===== config.mk =====
export PLATFORM = sky130hd
export DESIGN_NAME = isabc_host
export DESIGN_NICKNAME = d
export VERILOG_FILES = /design/src/isabc_pkg.sv /design/src/isabc_host.sv
export SDC_FILE = /design/constraint.sdc
export NUM_CORES = 1
export LEC_CHECK = 0
export BUFFER_PORTS_ARGS = -buffer_cell sky130_fd_sc_hd__buf_4
export CORE_MARGIN = 2
export CORE_UTILIZATION = 47
export CTS_CLUSTER_DIAMETER = 60
export DETAILED_ROUTE_END_ITERATION = 7
export MAX_ROUTING_LAYER = met4
export PLACE_DENSITY = 0.82
export RECOVER_POWER = 25
export SETUP_SLACK_MARGIN = 0.02
export SLEW_MARGIN = 20
export SYNTH_ARGS = -nofsm -noshare
export SYNTH_HDL_FRONTEND = slang
export SYNTH_SLANG_ARGS = --single-unit

===== constraint.sdc =====
create_clock -name clock_i -period 2.3 [get_ports clock_i]
set_input_delay 0.23 -clock clock_i [delete_from_list [all_inputs] [get_ports clock_i]]
set_output_delay 0.23 -clock clock_i [all_outputs]
set_load 0.01 [all_outputs]

===== src/isabc_pkg.sv =====
/*
 Package for the expansion-bus partner: the bus master and card that sit
 opposite the system controller. Assumes every controller pin reaches the
 host through the testbench wire model, active-low where the bus says so.
*/
// Notes on behaviour
// - during master operation the memory write strobe is driven by the master.
// - glue combines qualifier with memory strobes into small-memory strobes.
// - early address 20 is output normally, master-driven during master operation.
// - system address 0 is output normally, master-driven during master operation.
// - a master may assert refresh with memory read to refresh all memory.
// - master asserts its ownership line; controller releases address and strobes.
// - card asserting its 16-bit I/O line makes the I/O cycle 16 bits wide.
// - card asserting its 16-bit memory line makes the memory cycle 16 bits.
// - card asserting zero-wait ends the cycle without default wait states.
// - card holding ready low keeps wait states until ready returns.
// - I/O strobes are controller outputs normally, master-driven in master operation.
package isabc_pkg;
  typedef enum logic [2:0] {
    ISABC_MEM_RD = 3'h0,
    ISABC_MEM_WR = 3'h1,
    ISABC_IO_RD = 3'h2,
    ISABC_IO_WR = 3'h3,
    ISABC_REFRESH = 3'h4
  } isabc_kind_t;

  typedef struct packed {
    isabc_kind_t kind;
    logic [23:0] addr;
  } isabc_req_t;

  // active-low command strobes
  typedef struct packed {
    logic memr_n;
    logic memw_n;
    logic ior_n;
    logic iow_n;
  } isabc_cmd_t;

  localparam int ISABC_ADDR_LA20 = 20;
  localparam int ISABC_ADDR_SA0 = 0;
  // master cycle timing counted in bus system clock rising edges
  localparam logic [3:0] ISABC_ACQ_TICKS = 4'h2;
  localparam logic [3:0] ISABC_ADDR_TICKS = 4'h1;
  localparam logic [3:0] ISABC_CMD_TICKS = 4'h3;
  localparam logic [3:0] ISABC_END_TICKS = 4'h1;
  localparam isabc_cmd_t ISABC_CMD_IDLE = 4'hf;
  // idle pin levels in synchroniser order: sysclk, bale, aen, qualifier, ack enable,
  // select, strobes, refresh; a reset to these avoids false edges and stray acks
  localparam logic [12:0] ISABC_PIN_IDLE = 13'h021f;

  // select code -> source bit, three bits per code, code 0 in the low bits
  localparam logic [23:0] ISABC_DRQ_MAP = 24'hfac688;
  localparam logic [23:0] ISABC_SET1_MAP = 24'hfac688;
  localparam logic [23:0] ISABC_SET0_MAP = 24'hfac688;
  localparam logic [23:0] ISABC_PMC_MAP = 24'hfac688;
  // select code -> acknowledge channel; channel 4 stands for bus reset
  localparam logic [23:0] ISABC_ACK_MAP = 24'hfac688;
  localparam logic [2:0] ISABC_ACK_BUS_RESET = 3'h4;

  function automatic logic [2:0] isabc_map(input logic [23:0] map, input logic [2:0] code);
    isabc_map = map[code*3 +: 3];
  endfunction
endpackage


===== src/isabc_host.sv =====
/*
 Expansion-bus partner: an external bus master that takes the bus and runs
 memory, I/O and refresh cycles, a card that answers the controller's cycles,
 the small-memory strobe glue and the external select-line multiplexer.
 Assumes all controller pins arrive asynchronously and the wire model resolves
 each driven pin from its output enable.
*/
`timescale 1ns/1ps
`default_nettype none
module isabc_host (
  // clock and reset
  input wire logic clock_i,
  input wire logic rst_i,
  // user request port
  input wire logic req_valid_i,
  input wire isabc_pkg::isabc_req_t req_i,
  output logic req_ready_o,
  output logic done_o,
  // card behaviour and error sources
  input wire logic card_io16_i,
  input wire logic card_mem16_i,
  input wire logic card_zero_wait_i,
  input wire logic card_not_ready_i,
  input wire logic chan_error_i,
  // multiplexer sources, ordered by the select tables
  input wire logic [7:0] drq_src_i,
  input wire logic [7:0] set1_src_i,
  input wire logic [7:0] set0_src_i,
  input wire logic [7:0] pmc_src_i,
  // controller outputs
  input wire logic sysclk_i,
  input wire logic bale_i,
  input wire logic aen_i,
  input wire logic low_megabyte_qualifier_n_i,
  input wire logic acknowledge_decode_enable_i,
  input wire logic mux_select_bit2_i,
  input wire logic mux_select_bit1_i,
  input wire logic mux_select_bit0_i,
  // two-way pins, input side
  input wire isabc_pkg::isabc_cmd_t cmd_i,
  input wire logic refresh_n_i,
  // two-way pins, driven side
  output isabc_pkg::isabc_cmd_t cmd_o,
  output logic cmd_oe_o,
  output logic la20_o,
  output logic la20_oe_o,
  output logic sa0_o,
  output logic sa0_oe_o,
  output logic refresh_n_o,
  output logic refresh_oe_o,
  // master and card lines
  output logic master_n_o,
  output logic io16_n_o,
  output logic mem16_n_o,
  output logic zero_wait_n_o,
  output logic iochrdy_o,
  output logic channel_check_input_n_o,
  // glue and multiplexer outputs
  output logic small_memr_n_o,
  output logic small_memw_n_o,
  output logic multiplexed_request_input_o,
  output logic interrupt_set_input_one_o,
  output logic interrupt_set_input_zero_o,
  output logic power_management_mux_input_o,
  output logic [7:0] dma_ack_n_o,
  output logic bus_reset_o
);
  import isabc_pkg::*;

  typedef enum logic [4:0] {
    ST_IDLE = 5'h01,
    ST_ACQ = 5'h02,
    ST_ADDR = 5'h04,
    ST_CMD = 5'h08,
    ST_END = 5'h10
  } isabc_state_t;

  // two-stage synchronisers for every controller pin
  localparam int SW = 13;
  logic [SW-1:0] sync1, sync2, sync_in;
  assign sync_in = {sysclk_i, bale_i, aen_i, low_megabyte_qualifier_n_i,
                    acknowledge_decode_enable_i, mux_select_bit2_i, mux_select_bit1_i,
                    mux_select_bit0_i, cmd_i, refresh_n_i};
  always_ff @(posedge clock_i or posedge rst_i) begin
    if (rst_i) begin
      sync1 <= ISABC_PIN_IDLE;
      sync2 <= ISABC_PIN_IDLE;
    end else begin
      sync1 <= sync_in;
      sync2 <= sync1;
    end
  end
  logic sclk_s, low_megabyte_qualifier_n_s, acken_s, refresh_s_n;
  logic [2:0] sel_s;
  isabc_cmd_t cmd_s;
  assign sclk_s = sync2[12];
  assign low_megabyte_qualifier_n_s = sync2[9];
  assign acken_s = sync2[8];
  assign sel_s = sync2[7:5];
  assign cmd_s = sync2[4:1];
  assign refresh_s_n = sync2[0];

  // sysclk rising edge gives the one-cycle tick for the master sequence
  logic sclk_d, tick;
  always_ff @(posedge clock_i or posedge rst_i) begin
    if (rst_i) sclk_d <= 1'b0;
    else sclk_d <= sclk_s;
  end
  assign tick = sclk_s & ~sclk_d;

  // master sequencer
  isabc_state_t state, next_state;
  logic [3:0] cnt, next_cnt;
  isabc_req_t cur, next_cur;
  isabc_cmd_t next_cmd;
  logic next_master_n, next_oe, next_refresh_n, next_done, next_ready;
  always_comb begin
    next_state = state;
    next_cnt = cnt;
    next_cur = cur;
    next_done = 1'b0;
    case (state)
      ST_IDLE: begin
        if (req_valid_i) begin
          next_cur = req_i;
          next_cnt = ISABC_ACQ_TICKS;
          next_state = ST_ACQ;
        end
      end
      ST_ACQ: begin
        // pins stay released until the controller has had time to let go
        if (tick) begin
          if (cnt == 4'h1) begin
            next_cnt = ISABC_ADDR_TICKS;
            next_state = ST_ADDR;
          end else next_cnt = cnt - 4'h1;
        end
      end
      ST_ADDR: begin
        if (tick) begin
          if (cnt == 4'h1) begin
            next_cnt = ISABC_CMD_TICKS;
            next_state = ST_CMD;
          end else next_cnt = cnt - 4'h1;
        end
      end
      ST_CMD: begin
        if (tick) begin
          if (cnt == 4'h1) begin
            next_cnt = ISABC_END_TICKS;
            next_state = ST_END;
          end else next_cnt = cnt - 4'h1;
        end
      end
      ST_END: begin
        if (tick) begin
          if (cnt == 4'h1) begin
            next_state = ST_IDLE;
            next_done = 1'b1;
          end else next_cnt = cnt - 4'h1;
        end
      end
      default: next_state = ST_IDLE;
    endcase
    next_ready = (next_state == ST_IDLE);
    next_master_n = (next_state == ST_IDLE);
    // drive address and strobes only while ownership is held, never before
    next_oe = (next_state != ST_IDLE) && (next_state != ST_ACQ);
    next_cmd = ISABC_CMD_IDLE;
    next_refresh_n = 1'b1;
    if (next_state == ST_CMD) begin
      case (next_cur.kind)
        ISABC_MEM_RD: next_cmd.memr_n = 1'b0;
        ISABC_MEM_WR: next_cmd.memw_n = 1'b0;
        ISABC_IO_RD: next_cmd.ior_n = 1'b0;
        ISABC_IO_WR: next_cmd.iow_n = 1'b0;
        ISABC_REFRESH: begin
          next_cmd.memr_n = 1'b0;
          next_refresh_n = 1'b0;
        end
        default: next_cmd = ISABC_CMD_IDLE;
      endcase
    end
  end
  always_ff @(posedge clock_i or posedge rst_i) begin
    if (rst_i) begin
      state <= ST_IDLE;
      cnt <= 4'h0;
      cur <= '0;
      cmd_o <= ISABC_CMD_IDLE;
      cmd_oe_o <= 1'b0;
      la20_oe_o <= 1'b0;
      sa0_oe_o <= 1'b0;
      refresh_oe_o <= 1'b0;
      refresh_n_o <= 1'b1;
      master_n_o <= 1'b1;
      done_o <= 1'b0;
      req_ready_o <= 1'b1;
    end else begin
      state <= next_state;
      cnt <= next_cnt;
      cur <= next_cur;
      cmd_o <= next_cmd;
      cmd_oe_o <= next_oe;
      la20_oe_o <= next_oe;
      sa0_oe_o <= next_oe;
      refresh_oe_o <= next_oe;
      refresh_n_o <= next_refresh_n;
      master_n_o <= next_master_n;
      done_o <= next_done;
      req_ready_o <= next_ready;
    end
  end
  assign la20_o = cur.addr[ISABC_ADDR_LA20];
  assign sa0_o = cur.addr[ISABC_ADDR_SA0];

  // card answers, glue and multiplexer: one registered group
  logic next_io16_n, next_mem16_n, next_zws_n, next_rdy, next_chk_n;
  logic next_smemr_n, next_smemw_n, next_drq, next_set1, next_set0, next_pmc, next_busrst;
  logic [7:0] next_ack_n;
  logic [2:0] ack_ch;
  logic ctl_io, ctl_mem;
  always_comb begin
    ctl_io = ~cmd_s.ior_n | ~cmd_s.iow_n;
    ctl_mem = ~cmd_s.memr_n | ~cmd_s.memw_n;
    next_io16_n = ~(card_io16_i & ctl_io);
    next_mem16_n = ~(card_mem16_i & ctl_mem);
    next_zws_n = ~(card_zero_wait_i & (ctl_io | ctl_mem));
    next_rdy = ~card_not_ready_i;
    next_chk_n = ~chan_error_i;
    next_smemr_n = cmd_s.memr_n | low_megabyte_qualifier_n_s;
    next_smemw_n = cmd_s.memw_n | low_megabyte_qualifier_n_s;
    next_drq = drq_src_i[isabc_map(ISABC_DRQ_MAP, sel_s)];
    next_set1 = set1_src_i[isabc_map(ISABC_SET1_MAP, sel_s)];
    next_set0 = set0_src_i[isabc_map(ISABC_SET0_MAP, sel_s)];
    next_pmc = pmc_src_i[isabc_map(ISABC_PMC_MAP, sel_s)];
    ack_ch = isabc_map(ISABC_ACK_MAP, sel_s);
    next_ack_n = 8'hff;
    next_busrst = 1'b0;
    if (acken_s) begin
      if (ack_ch == ISABC_ACK_BUS_RESET) next_busrst = 1'b1;
      else next_ack_n[ack_ch] = 1'b0;
    end
  end
  always_ff @(posedge clock_i or posedge rst_i) begin
    if (rst_i) begin
      io16_n_o <= 1'b1;
      mem16_n_o <= 1'b1;
      zero_wait_n_o <= 1'b1;
      iochrdy_o <= 1'b1;
      channel_check_input_n_o <= 1'b1;
      small_memr_n_o <= 1'b1;
      small_memw_n_o <= 1'b1;
      multiplexed_request_input_o <= 1'b0;
      interrupt_set_input_one_o <= 1'b0;
      interrupt_set_input_zero_o <= 1'b0;
      power_management_mux_input_o <= 1'b0;
      dma_ack_n_o <= 8'hff;
      bus_reset_o <= 1'b0;
    end else begin
      io16_n_o <= next_io16_n;
      mem16_n_o <= next_mem16_n;
      zero_wait_n_o <= next_zws_n;
      iochrdy_o <= next_rdy;
      channel_check_input_n_o <= next_chk_n;
      small_memr_n_o <= next_smemr_n;
      small_memw_n_o <= next_smemw_n;
      multiplexed_request_input_o <= next_drq;
      interrupt_set_input_one_o <= next_set1;
      interrupt_set_input_zero_o <= next_set0;
      power_management_mux_input_o <= next_pmc;
      dma_ack_n_o <= next_ack_n;
      bus_reset_o <= next_busrst;
    end
  end
endmodule
`default_nettype wire


Word-level counts from Yosys, hierarchy flattened
Cells that the tools add are included.
{"block": "classes", "n_addsub": 1, "n_mul": 1, "div_mod_pow": 0, "order_cmp": 2, "n_eq_ne": 20, "shifts": 1, "mux": 44, "n_bitwise": 20, "reduce_logical": 8}
{"operator": "two-way mux 27 bit", "count": 2}
{"operator": "two-way mux 5 bit", "count": 9}
{"operator": "two-way mux 4 bit", "count": 8}
{"operator": "one-hot mux 5 bit (5 select lines)", "count": 1}
{"operator": "indexed part select 24 x 6 -> 3 bit, first input constant", "count": 1}
{"operator": "two-way mux 1 bit", "count": 16}
{"operator": "two-way mux 8 bit", "count": 2}
{"operator": "one-hot mux 4 bit (4 select lines)", "count": 1}
{"operator": "binary-select mux 1 bit (select 3 bit)", "count": 4}
{"operator": "== test 5 x 1 -> 1 bit, second input constant", "count": 2}
{"operator": "== test 5 x 4 -> 1 bit, second input constant", "count": 2}
{"operator": "inverter 1 bit", "count": 10}
{"operator": "!= test 2 bit, second input constant", "count": 4}
{"operator": "inverter 8 bit", "count": 1}
{"operator": "== test 3 x 2 -> 1 bit, second input constant", "count": 2}
{"operator": "== test 3 bit, second input constant", "count": 2}
{"operator": "AND reduction 6 bit", "count": 1}
{"operator": "== test 5 x 2 -> 1 bit, second input constant", "count": 1}
{"operator": "== test 5 x 3 -> 1 bit, second input constant", "count": 1}
{"operator": "== test 5 bit, second input constant", "count": 1}
{"operator": "multiplier 3 x 2 -> 5 bit, second input constant", "count": 1}
{"operator": "!= test 5 x 1 -> 1 bit, second input constant", "count": 1}
{"operator": "!= test 5 x 2 -> 1 bit, second input constant", "count": 1}
{"operator": "OR 1 bit", "count": 5}
{"operator": "13 further kinds", "count": 18}
{"block": "totals", "ff_bits": 91, "latchBits": 0, "ramBits": 0, "rom_bits": 0, "inputBits": 80, "output_inout_bits": 34, "word_cells": 125, "memories": 0}

Depth between registers and ports, before layout
Gate-level depths: netlist (run 1).
{"block": "depth", "word_depth": 9, "depth_mapped": 8, "depth_no_buf": 8}

Worst setup path before layout (run 1)
OpenSTA, ideal clock, no wires.
{"block": "synth_timing", "kind": "reg-to-reg", "start": "register state[0]", "end": "register cnt[2]", "setup_time_ps": 66, "arrival_time_ps": 1919, "required_ps": 2234, "slack_ps": 315, "stages_incl_launch_ff": 8, "n_path_buf": 1, "synth_period_minus_slack_ps": 1985, "cell_sequence": "dfstp_2 > buf_4 > xor2_1 > o21a_1 > a21oi_2 > a2111o_1 > or4b_1 > nand2_1"}
{"block": "synth_between", "elab_chain_cells": 4, "word_cells_on_any_way": 14, "cone_classes": "eq/ne: 10; mux: 1; reduce/logical: 3"}
{"item": "start, declared", "line": "isabc_host.sv:112", "source": "isabc_state_t state, next_state;"}
{"item": "start signal, assigned", "line": "isabc_host.sv:200", "source": "state <= next_state;"}
{"item": "== test 5 x 4 -> 1 bit / == test 5 x 2 -> 1 bit (equally long branches)", "line": "isabc_host.sv:122", "source": "case (state)"}
{"item": "OR reduction 2 bit (no line)"}
{"item": "!= test 2 x 1 -> 1 bit (no line) / nonzero test 4 bit (equally long branches)"}
{"item": "AND reduction 6 bit (no line)"}
{"item": "end signal, assigned", "line": "isabc_host.sv:201", "source": "cnt <= next_cnt;"}
{"item": "end, declared", "line": "isabc_host.sv:113", "source": "logic [3:0] cnt, next_cnt;"}
Parallel ways exist; a longest one is shown, timed or not.
A chain may end at the register's enable or synchronous reset.

Final worst setup path (run 1)
{"block": "layout_timing", "start": "register state[1]", "end": "register cnt[1]"}
Same word-level chain as after synthesis.

==> results.json, run 1 <==
{
  "synth_warnings": 0,
  "clock-skew-final_ps": 7.24,
  "num_rows": 26,
  "worst_hold_startpoint": "card_io16_i",
  "clkSinkCount": 63,
  "globalplace.congestion": 0.868,
  "number_of_global_route_vias_before_repair": 1898,
  "flow.area_growth_from_synthesis_pct": 41.1,
  "synth_top_area_share_pct": 33.0,
  "yosys-top-cells-count": "sky130_fd_sc_hd__dfstp_2 (32), sky130_fd_sc_hd__dfrtp_1 (31), sky130_fd_sc_hd__nor2_1 (13)",
  "power.share.switching_pct": 28.6,
  "power_leakage_uw": 0.00163,
  "netlist_top_cells_area": "sky130_fd_sc_hd__dfstp_2 (33%), sky130_fd_sc_hd__dfrtp_1 (30%), sky130_fd_sc_hd__mux4_2 (7.1%)",
  "insertion_delay_ps": 320,
  "grt_antenna_before_repair": 0,
  "cp_max_fo": 7,
  "drc": 0,
  "min_path_cells": 2,
  "htreeDepth": 3,
  "timing.final.setup_violations": 0,
  "max_cap_violations": 0,
  "min-delay-path-class": "input pin to flop",
  "timing.setup.tns_ps": 0,
  "internal_power_summed_over_all_cells_uw": 2190,
  "outcome": "completed",
  "dr_vias": 1896,
  "root_buffer_cell": "sky130_fd_sc_hd__clkbuf_8",
  "cts_tree": "built",
  "grt_setup_unrepaired": "yes",
  "layout-drive-gt1-share_pct": 53.1,
  "total_switching_power_uw": 876,
  "fin_ws_ps": 113,
  "highest-signal-layer": "met4",
  "crit_required_ps": 2480,
  "overflow": 0,
  "syn-instance-count": 193,
  "num_antenna_cells": 0,
  "layout.cells.non_filler": 373,
  "final_cell_utilization_of_the_core_pct": 69.5,
  "per_instance_average_area_after_synthesis_sq_um": 13.2,
  "critical_path_arrival_ps": 2370,
  "kind_of_end_point_of_the_critical_path": "flop",
  "dp_hpwl_um": 3820,
  "detail_route.wirelength.met1_um": 2190,
  "postSynth.asyncResetShare_pct": 100,
  "seqCellArea_sq_um": 1620,
  "wl_per_cell_um": 14.2,
  "timing.max_slew.rel_slack_pct": 27.8,
  "detailedPlace.worstSlack_ps": 158,
  "drv_slew": 0,
  "grt_pass1_wl_um": 8830,
  "path_class": "flop to flop",
  "clockPowerShare_pct": 30.4,
  "die_y_um": 77.6,
  "power.density_cell_area_nw_per_um2": 852,
  "io-pin-count": 114,
  "grt_max_degree": 33,
  "met2RoutedLength_um": 2810,
  "vdd.ir_drop.worst_mv": 0.807,
  "cts.path.max_buffers": 2,
  "grt_use_total_pct": 19.8,
  "drt.antenna.violating_nets": 0,
  "r2r_start": "state[1]$_DFF_PP0_",
  "multiInputGateArea_sq_um": 833,
  "wl_um": 5310,
  "finalNetCount": 380,
  "die_x_um": 77.6,
  "maxClockFrequency_mhz": 457,
  "tritoncts.num_buffers": 9,
  "n_fill_cell": 371,
  "placed_cells_incl_taps": 344,
  "timing.reg2reg.setup_slack_ps": 110,
  "design.core.area_sq_um": 5170,
  "initial_utilization_pct": 49.3,
  "fin_hold_ws_ps": 24.8,
  "synth_flop_cell": "sky130_fd_sc_hd__dfstp_2",
  "post_synthesis_net_count": 275,
  "design.die.area_sq_um": 6020,
  "clkSlewWorstSetupHoldPaths_ps": 70,
  "rr_worst_depth": 7,
  "crit_path_start": "state[1]$_DFF_PP0_",
  "synth-seq-area-share_pct": 63.5,
  "combinationalPowerShare_pct": 24.6,
  "period_share_pct": 95.1,
  "tightest_slew_ps": 1080,
  "seqPwrFrac_pct": 45.0,
  "hold_end": "io16_n_o$_DFF_PP1_",
  "detailedRoute.firstIterationViolations": 111,
  "reg2reg_to": "cnt[1]$_DFFE_PP0P_",
  "buffer_ports.inserted": 88,
  "via_per_inst": 5.08,
  "finalWorstPathRequiredPeriod_ps": 2190,
  "finalHoldViolCount": 0,
  "met3RoutedLength_um": 207,
  "post_synth_num_cell_types": 40,
  "synthDominantAreaCellType": "sky130_fd_sc_hd__dfstp_2",
  "postSynthRegisterBits": 63,
  "post-synth-top-count-cell": "sky130_fd_sc_hd__dfstp_2",
  "start_kind": "flop",
  "dr.pass1.iters": 4,
  "synth.cell_area_sq_um": 2550,
  "synth_enable_flop_cells": 0
}
[cell usage in the layout, fill, tap and decap left out, types with 8 or more instances in the layout]
cell	synthesis	routed
sky130_fd_sc_hd__dfrtp_1	31	31
sky130_fd_sc_hd__nor2_1	13	13
sky130_fd_sc_hd__a21oi_1	9	9
sky130_fd_sc_hd__clkbuf_8	0	10
sky130_fd_sc_hd__inv_1	8	8
sky130_fd_sc_hd__clkbuf_4	0	13
sky130_fd_sc_hd__dlygate4sd3_1	0	13
sky130_fd_sc_hd__nand2_1	12	12
sky130_fd_sc_hd__buf_4	5	80
sky130_fd_sc_hd__dfstp_2	32	32
sky130_fd_sc_hd__mux4_2	8	8
[layout make-up]
| cell class | count | area share [%] |
|---|---|---|
| clock buffer | 12 | 4.04 |
| clock inverter | 4 | 1.50 |
| timing repair buffer | 106 | 23.0 |
| sequential | 63 | 45.0 |
| tap | 70 | 2.44 |
| multi-input combinational | 110 | 23.2 |
| inverter | 8 | 0.835 |
[registers in the layout, summed over array words and instances (netlist names), 3 cells and up]
| register | cells |
|---|---|
| cnt | 4 |
| cmd_o | 4 |
| dma_ack_n_o | 8 |
| state | 5 |
| sync1 | 10 |
| cur | 3 |
| sync2 | 10 |
[layer usage]
layer | up-vias | GRT usage [%]
met4 | 0 | 10.4
met3 | 11 | 4.53
met1 | 932 | 23.5
met2 | 67 | 31.6
li1 | 886 | -
met5 | - | -
[power by group through the flow]
stage | Sequential [uW] | Combinational (uW) | Clock, uW
3_3_place_gp | 1380 | 707 | 0
4_1_cts | 1380 | 747 | 958
2_1_floorplan | 1360 | 478 | 0
5_1_grt | 1400 | 813 | 1030
3_5_place_dp | 1390 | 727 | 0
6_report | 1380 | 752 | 932
[logic make-up after synthesis]
logic type	count (synthesis)	synth area share [%]
simple gates	62	13.6
buf+inv	20	3.88
fa+ha+maj	2	0.982
xor+xnor	2	0.688
mux	17	10.9
compound gates	26	6.39
flops	63	63.5
other cells	1	0.147
[stage by stage]
step	area, sq um	total power, uW
floorplan	2550	1840
global placement	3260	2090
detailed placement	3260	2120
CTS	3580	3080
global route	3590	3240
finish	3590	3060
[what timing repair did]
action                                 CTS  global route
hold buffers                            12             1
setup buffers                            0             0
gates resized for setup                  0             1
endpoints found under the hold margin   19             1
setup endpoints to repair                0             2
[critical path, cell delays in order, from the launching register on]
cell and delay, ps:
sky130_fd_sc_hd__dfrtp_1 440, sky130_fd_sc_hd__buf_4 190, sky130_fd_sc_hd__xor2_1 170, sky130_fd_sc_hd__o21ai_1 170, sky130_fd_sc_hd__nor4_1 70, sky130_fd_sc_hd__a2111o_1 450
sky130_fd_sc_hd__a2111oi_1 470, sky130_fd_sc_hd__a21oi_1 80
[how the worst max path moves through the flow]
stage               depth (start not counted)                  to  slack, ps
finish                                      7  cnt[1]$_DFFE_PP0P_        110
global route                                8  cmd_o[2]$_DFF_PP1_          7
CTS                                         6  cnt[1]$_DFFE_PP0P_         30
detailed placement                          6  cnt[1]$_DFFE_PP0P_        160
global placement                            6  cnt[1]$_DFFE_PP0P_        230
floorplan                                   7  cnt[2]$_DFFE_PP0P_        320
Power figures use the tool's default switching activity.
==> run 2, diff against run 1 <==
Settings changed: BUFFER_PORTS_ARGS -buffer_cell sky130_fd_sc_hd__buf_4 to -buffer_cell sky130_fd_sc_hd__buf_2.
Clock period 2.3 ns to 2.05 ns, I/O delays scaled along.
==> run 2 against run 1 <==
Net effect:
- register-to-register slack worse by 99 ps
- global-route usage down 0.68 points
- highest routed layer unchanged
- combinational power increased by 16%
- count of clock-buffer cells in the layout shrank 3
- sequential cell count unchanged
- core utilization decreased by 1.5 points
- die area is the same
- largest power group unchanged
- power grew 17%
- worst hold slack got worse by 18 ps
- fmax rose by 7.4%
==> results.json, run 2 (synthesized netlist as in run 1, its figures left out) <==
{
  "tritoncts.num_buffers": 9,
  "drt.antenna.violating_nets": 0,
  "finalHoldViolCount": 0,
  "cts.path.max_buffers": 2,
  "start_kind": "flop",
  "n_fill_cell": 374,
  "power.density_cell_area_nw_per_um2": 1020,
  "die_y_um": 77.6,
  "min-delay-path-class": "input pin to flop",
  "placed_area_sq_um": 3100,
  "via_per_inst": 4.99,
  "final_cell_utilization_of_the_core_pct": 68.0,
  "num_rows": 26,
  "design.core.area_sq_um": 5170,
  "detailedRoute.firstIterationViolations": 60,
  "buffer_ports.inserted": 88,
  "power_leakage_uw": 0.00161,
  "layout-drive-gt1-share_pct": 57.1,
  "drv_slew": 0,
  "period_share_pct": 99.3,
  "final_cell_mix": "sky130_fd_sc_hd__buf_2 (88), sky130_fd_sc_hd__dfstp_2 (32), sky130_fd_sc_hd__dfrtp_1 (30), sky130_fd_sc_hd__buf_4 (16), sky130_fd_sc_hd__dlygate4sd3_1 (14)",
  "wl_um": 5200,
  "clock-skew-final_ps": 5.52,
  "globalplace.congestion": 0.842,
  "drc": 0,
  "critical_path_arrival_ps": 2300,
  "grt_pass1_wl_um": 8690,
  "placed_cells_incl_taps": 351,
  "timing.final.setup_violations": 0,
  "grt_antenna_before_repair": 0,
  "clkSlewWorstSetupHoldPaths_ps": 70,
  "max_cap_violations": 0,
  "flow.area_growth_from_synthesis_pct": 38.2,
  "power.share.switching_pct": 29.1,
  "io-pin-count": 114,
  "initial_utilization_pct": 49.3,
  "vdd.ir_drop.worst_mv": 0.893,
  "timing.max_slew.rel_slack_pct": 42.8,
  "design.die.area_sq_um": 6020,
  "dr.pass1.iters": 4,
  "die_x_um": 77.6,
  "timing.setup.tns_ps": 0,
  "grt_use_total_pct": 19.1,
  "path_class": "flop to flop",
  "root_buffer_cell": "sky130_fd_sc_hd__clkbuf_8",
  "insertion_delay_ps": 330,
  "finalNetCount": 392,
  "leading_cell_type_in_the_layout_fill_and_taps_excluded": "sky130_fd_sc_hd__buf_2",
  "cts_tree": "built",
  "seqPwrFrac_pct": 42.3,
  "dp_hpwl_um": 3740,
  "kind_of_end_point_of_the_critical_path": "flop",
  "maxClockFrequency_mhz": 491,
  "total_switching_power_uw": 1040,
  "grt_max_degree": 25,
  "dr_vias": 1922,
  "layout.cells.non_filler": 385,
  "htreeDepth": 3,
  "wl_per_cell_um": 13.5,
  "tightest_slew_ps": 856,
  "internal_power_summed_over_all_cells_uw": 2540,
  "combinationalPowerShare_pct": 24.4,
  "number_of_global_route_vias_before_repair": 1936,
  "num_antenna_cells": 0,
  "power_uw": 3580,
  "clkSinkCount": 63,
  "finalWorstPathRequiredPeriod_ps": 2040,
  "cp_max_fo": 6,
  "grt_setup_unrepaired": "yes",
  "clockPowerShare_pct": 33.3,
  "crit_required_ps": 2320,
  "outcome": "completed",
  "summed_area_of_non_filler_cells_in_the_final_layout_sq_um": 3520,
  "overflow": 0,
  "top_flop_regs": "sync1 (10), sync2 (10), dma_ack_n_o (8)"
}
run 2: cell type report:
| cell class | instances | area (sq um) | area share (%) |
|---|---|---|---|
| Sequential cell | 63 | 1620 | 46.0 |
| Timing Repair Buffer | 118 | 701 | 19.9 |
| Tap cell | 70 | 87.6 | 2.49 |
| Clock inverter | 7 | 101 | 2.88 |
| Clock buffer | 9 | 124 | 3.52 |
| Multi-Input combinational cell | 110 | 858 | 24.4 |
| Inverter | 8 | 30.0 | 0.853 |
run 2: worst max-delay path, stage by stage, from the launching register on:
cell,delay (ps)
sky130_fd_sc_hd__dfrtp_2,450
sky130_fd_sc_hd__or3_4,350
sky130_fd_sc_hd__a21oi_2,120
sky130_fd_sc_hd__a21oi_2,50
sky130_fd_sc_hd__a2111o_1,440
sky130_fd_sc_hd__or4b_4,490
sky130_fd_sc_hd__nand2_2,70
run 2: path summary, 6_finish.rpt:
path	start	endpoint	slack (ps)	depth (start not counted)
hold / removal	card_mem16_i	mem16_n_o$_DFF_PP1_	6	2
setup / recovery	state[2]$_DFF_PP0_	cnt[2]$_DFFE_PP0P_	10	6
hold reg to reg	sync1[8]$_DFF_PP0_	sync2[8]$_DFF_PP0_	340	0
setup reg to reg	state[2]$_DFF_PP0_	cnt[2]$_DFFE_PP0P_	10	6
max in group asynchronous	rst_i	master_n_o$_DFF_PP1_	610	4
min in group asynchronous	rst_i	sync2[12]$_DFF_PP0_	600	3
run 2: timing repair:
action,in CTS,in global routing
gates resized for setup,0,8
hold endpoints to repair,27,0
buffers inserted,0,4
hold buffers,14,0
setup endpoints to repair,0,8
run 2: per-stage QoR:
| step | setup slack (ps) | hold WS (ps) |
|---|---|---|
| 3_3_place_gp | 107 | 251 |
| 2_1_floorplan | 65.3 | 209 |
| 5_1_grt | -50.2 | 2.67 |
| 3_5_place_dp | 64.5 | 260 |
| 4_1_cts | 47.9 | 0.305 |
| 6_report | 14.5 | 6.38 |
run 2: power by group through the flow:
stage	sequential [uW]	clock, uW	combinational, uW
2_1_floorplan	1530	0	536
3_3_place_gp	1520	0	785
3_5_place_dp	1530	0	804
4_1_cts	1510	1210	829
5_1_grt	1540	1280	958
6_report	1520	1190	876
run 2: metal layers:
metal  GRT usage (%)  vias to the layer above  part of all wire [%]  wire, um
met5               -                        -                     0         0
met4            9.11                        0                   2.0       106
met3            3.84                        8                   4.1       211
met2            32.2                       60                    53      2770
met1            22.0                      947                    41      2110
li1                -                      907                     -         -
==> run 3, diff against run 2 <==
Settings changed: CTS_CLUSTER_SIZE set to 24, RECOVER_POWER 25 to 100, SKIP_CTS_REPAIR_TIMING set to 1.
==> run 3 against run 2 <==
Net effect:
- die area unchanged
- count of clock-buffer cells in the layout unchanged
- core utilization decreased by 1.3 points
- sequential power about the same
- register-to-register slack about the same
- combinational power decreased by 5.8%
- critical path type unchanged
- critical endpoint unchanged
==> results.json, run 3 (synthesized netlist as in run 1, its figures left out) <==
{
  "outcome": "completed",
  "top_flop_regs": "sync1 (10), sync2 (10), dma_ack_n_o (8)",
  "path_cells": "or3_4, a21oi_2, a21oi_2, a2111o_1, or4b_4, nand2_2",
  "initial_utilization_pct": 49.3,
  "power.density_cell_area_nw_per_um2": 1020,
  "flow.area_growth_from_synthesis_pct": 35.6,
  "seqCellArea_sq_um": 1620,
  "htreeDepth": 3,
  "finalWorstPathRequiredPeriod_ps": 2040,
  "timing.final.setup_violations": 0,
  "number_of_global_route_vias_before_repair": 1864,
  "leading_cell_type_in_the_layout_fill_and_taps_excluded": "sky130_fd_sc_hd__buf_2",
  "design.die.area_sq_um": 6020,
  "power_leakage_uw": 0.00153,
  "tightest_slew_ps": 858,
  "kind_of_end_point_of_the_critical_path": "flop",
  "critPathSlowestCell": "sky130_fd_sc_hd__or4b_4",
  "crit_path_max_incr_delay_ps": 490,
  "grt.met2_usage_pct": 30.5,
  "dr.pass1.iters": 4,
  "num_antenna_cells": 0,
  "via_per_inst": 4.99,
  "min-delay-path-class": "input pin to flop",
  "layout-drive-gt1-share_pct": 44.8,
  "clock-skew-final_ps": 6.51,
  "wl_um": 5210,
  "globalplace.congestion": 0.842,
  "dp_hpwl_um": 3740,
  "wl_per_cell_um": 13.5,
  "path_class": "flop to flop",
  "multiInputGateArea_sq_um": 851,
  "drc": 0,
  "groute.layer.met3.usage_pct": 3.95,
  "die_y_um": 77.6,
  "design.core.area_sq_um": 5170,
  "grt_antenna_before_repair": 0,
  "clkSlewWorstSetupHoldPaths_ps": 70,
  "cts_tree": "built",
  "dr_vias": 1923,
  "grt_use_total_pct": 18.2,
  "cp_max_fo": 6,
  "detailedRoute.firstIterationViolations": 66,
  "grt_pass1_wl_um": 8260,
  "critPathMostFrequentCell": "sky130_fd_sc_hd__a21oi_2",
  "drv_slew": 0,
  "num_rows": 26,
  "start_kind": "flop",
  "cp.buffers_inverters": 0,
  "timing.max_slew.rel_slack_pct": 42.7,
  "top_usage_layer": "met2",
  "max_cap_violations": 0,
  "crit_required_ps": 2320,
  "timing.reg2reg.setup_slack_ps": 10,
  "clkSinkCount": 63,
  "vdd.ir_drop.worst_mv": 0.879,
  "critical-path-top-delay-family": "simple AND/OR/NAND/NOR gates",
  "maxClockFrequency_mhz": 490,
  "tritoncts.num_buffers": 9,
  "finalNetCount": 392,
  "finalHoldViolCount": 0,
  "drt.antenna.violating_nets": 0,
  "fin_hold_ws_ps": 5.58,
  "buffer_ports.inserted": 88,
  "critical_path_arrival_ps": 2300,
  "cts.path.max_buffers": 2,
  "overflow": 0,
  "use_met1_pct": 20.9,
  "io-pin-count": 114,
  "n_fill_cell": 405,
  "power_uw": 3530,
  "final_cell_mix": "sky130_fd_sc_hd__buf_2 (54), sky130_fd_sc_hd__clkbuf_1 (37), sky130_fd_sc_hd__dfstp_2 (32), sky130_fd_sc_hd__dfrtp_1 (30), sky130_fd_sc_hd__dlygate4sd3_1 (14)",
  "grt_setup_unrepaired": "yes",
  "root_buffer_cell": "sky130_fd_sc_hd__clkbuf_8",
  "grt_max_degree": 25,
  "insertion_delay_ps": 330,
  "die_x_um": 77.6,
  "period_share_pct": 99.5
}
[run 3: metrics by stage]
step                      util [%]  TNS [ps]  instances  area (sq um)  setup WS, ps
final                         66.8         0        385          3450          11.1
after global routing          66.8      -111        385          3450         -50.2
after CTS                     64.2         0        367          3320          47.9
after detailed placement      59.9         0        351          3100          64.5
after global placement        59.9         0        351          3100           107
after floorplan                  -         0        193          2550          65.3
[run 3: final timing paths]
| check | startpoint | endpoint | cells past startpoint |
|---|---|---|---|
| worst max-delay path | state[2]$_DFF_PP0_ | cnt[2]$_DFFE_PP0P_ | 6 |
| worst min-delay path | card_mem16_i | mem16_n_o$_DFF_PP1_ | 2 |
| worst max register to register | state[2]$_DFF_PP0_ | cnt[2]$_DFFE_PP0P_ | 6 |
| worst min register to register | sync1[8]$_DFF_PP0_ | sync2[8]$_DFF_PP0_ | 0 |
| max in group asynchronous | rst_i | master_n_o$_DFF_PP1_ | 4 |
| min in group asynchronous | rst_i | sync2[12]$_DFF_PP0_ | 3 |
[run 3: cell type report]
| class | count | area share [%] |
|---|---|---|
| clock inverters | 7 | 2.93 |
| multi-input cells | 110 | 24.6 |
| flip-flops and latches | 63 | 46.8 |
| inverters | 8 | 0.870 |
| repair buffers | 118 | 18.6 |
| well taps | 70 | 2.54 |
| clock buffers | 9 | 3.59 |
[run 3: power breakdown]
| part | internal [uW] | switching [uW] |
|---|---|---|
| logic | 378 | 446 |
| registers | 1420 | 93.9 |
| clock network | 696 | 496 |
[run 3: layer usage]
| layer | part of all wire, % | vias to the layer above |
|---|---|---|
| met3 | 4.5 | 12 |
| met5 | 0 | - |
| met2 | 53 | 62 |
| li1 | - | 906 |
| met1 | 40 | 943 |
| met4 | 2.2 | 0 |
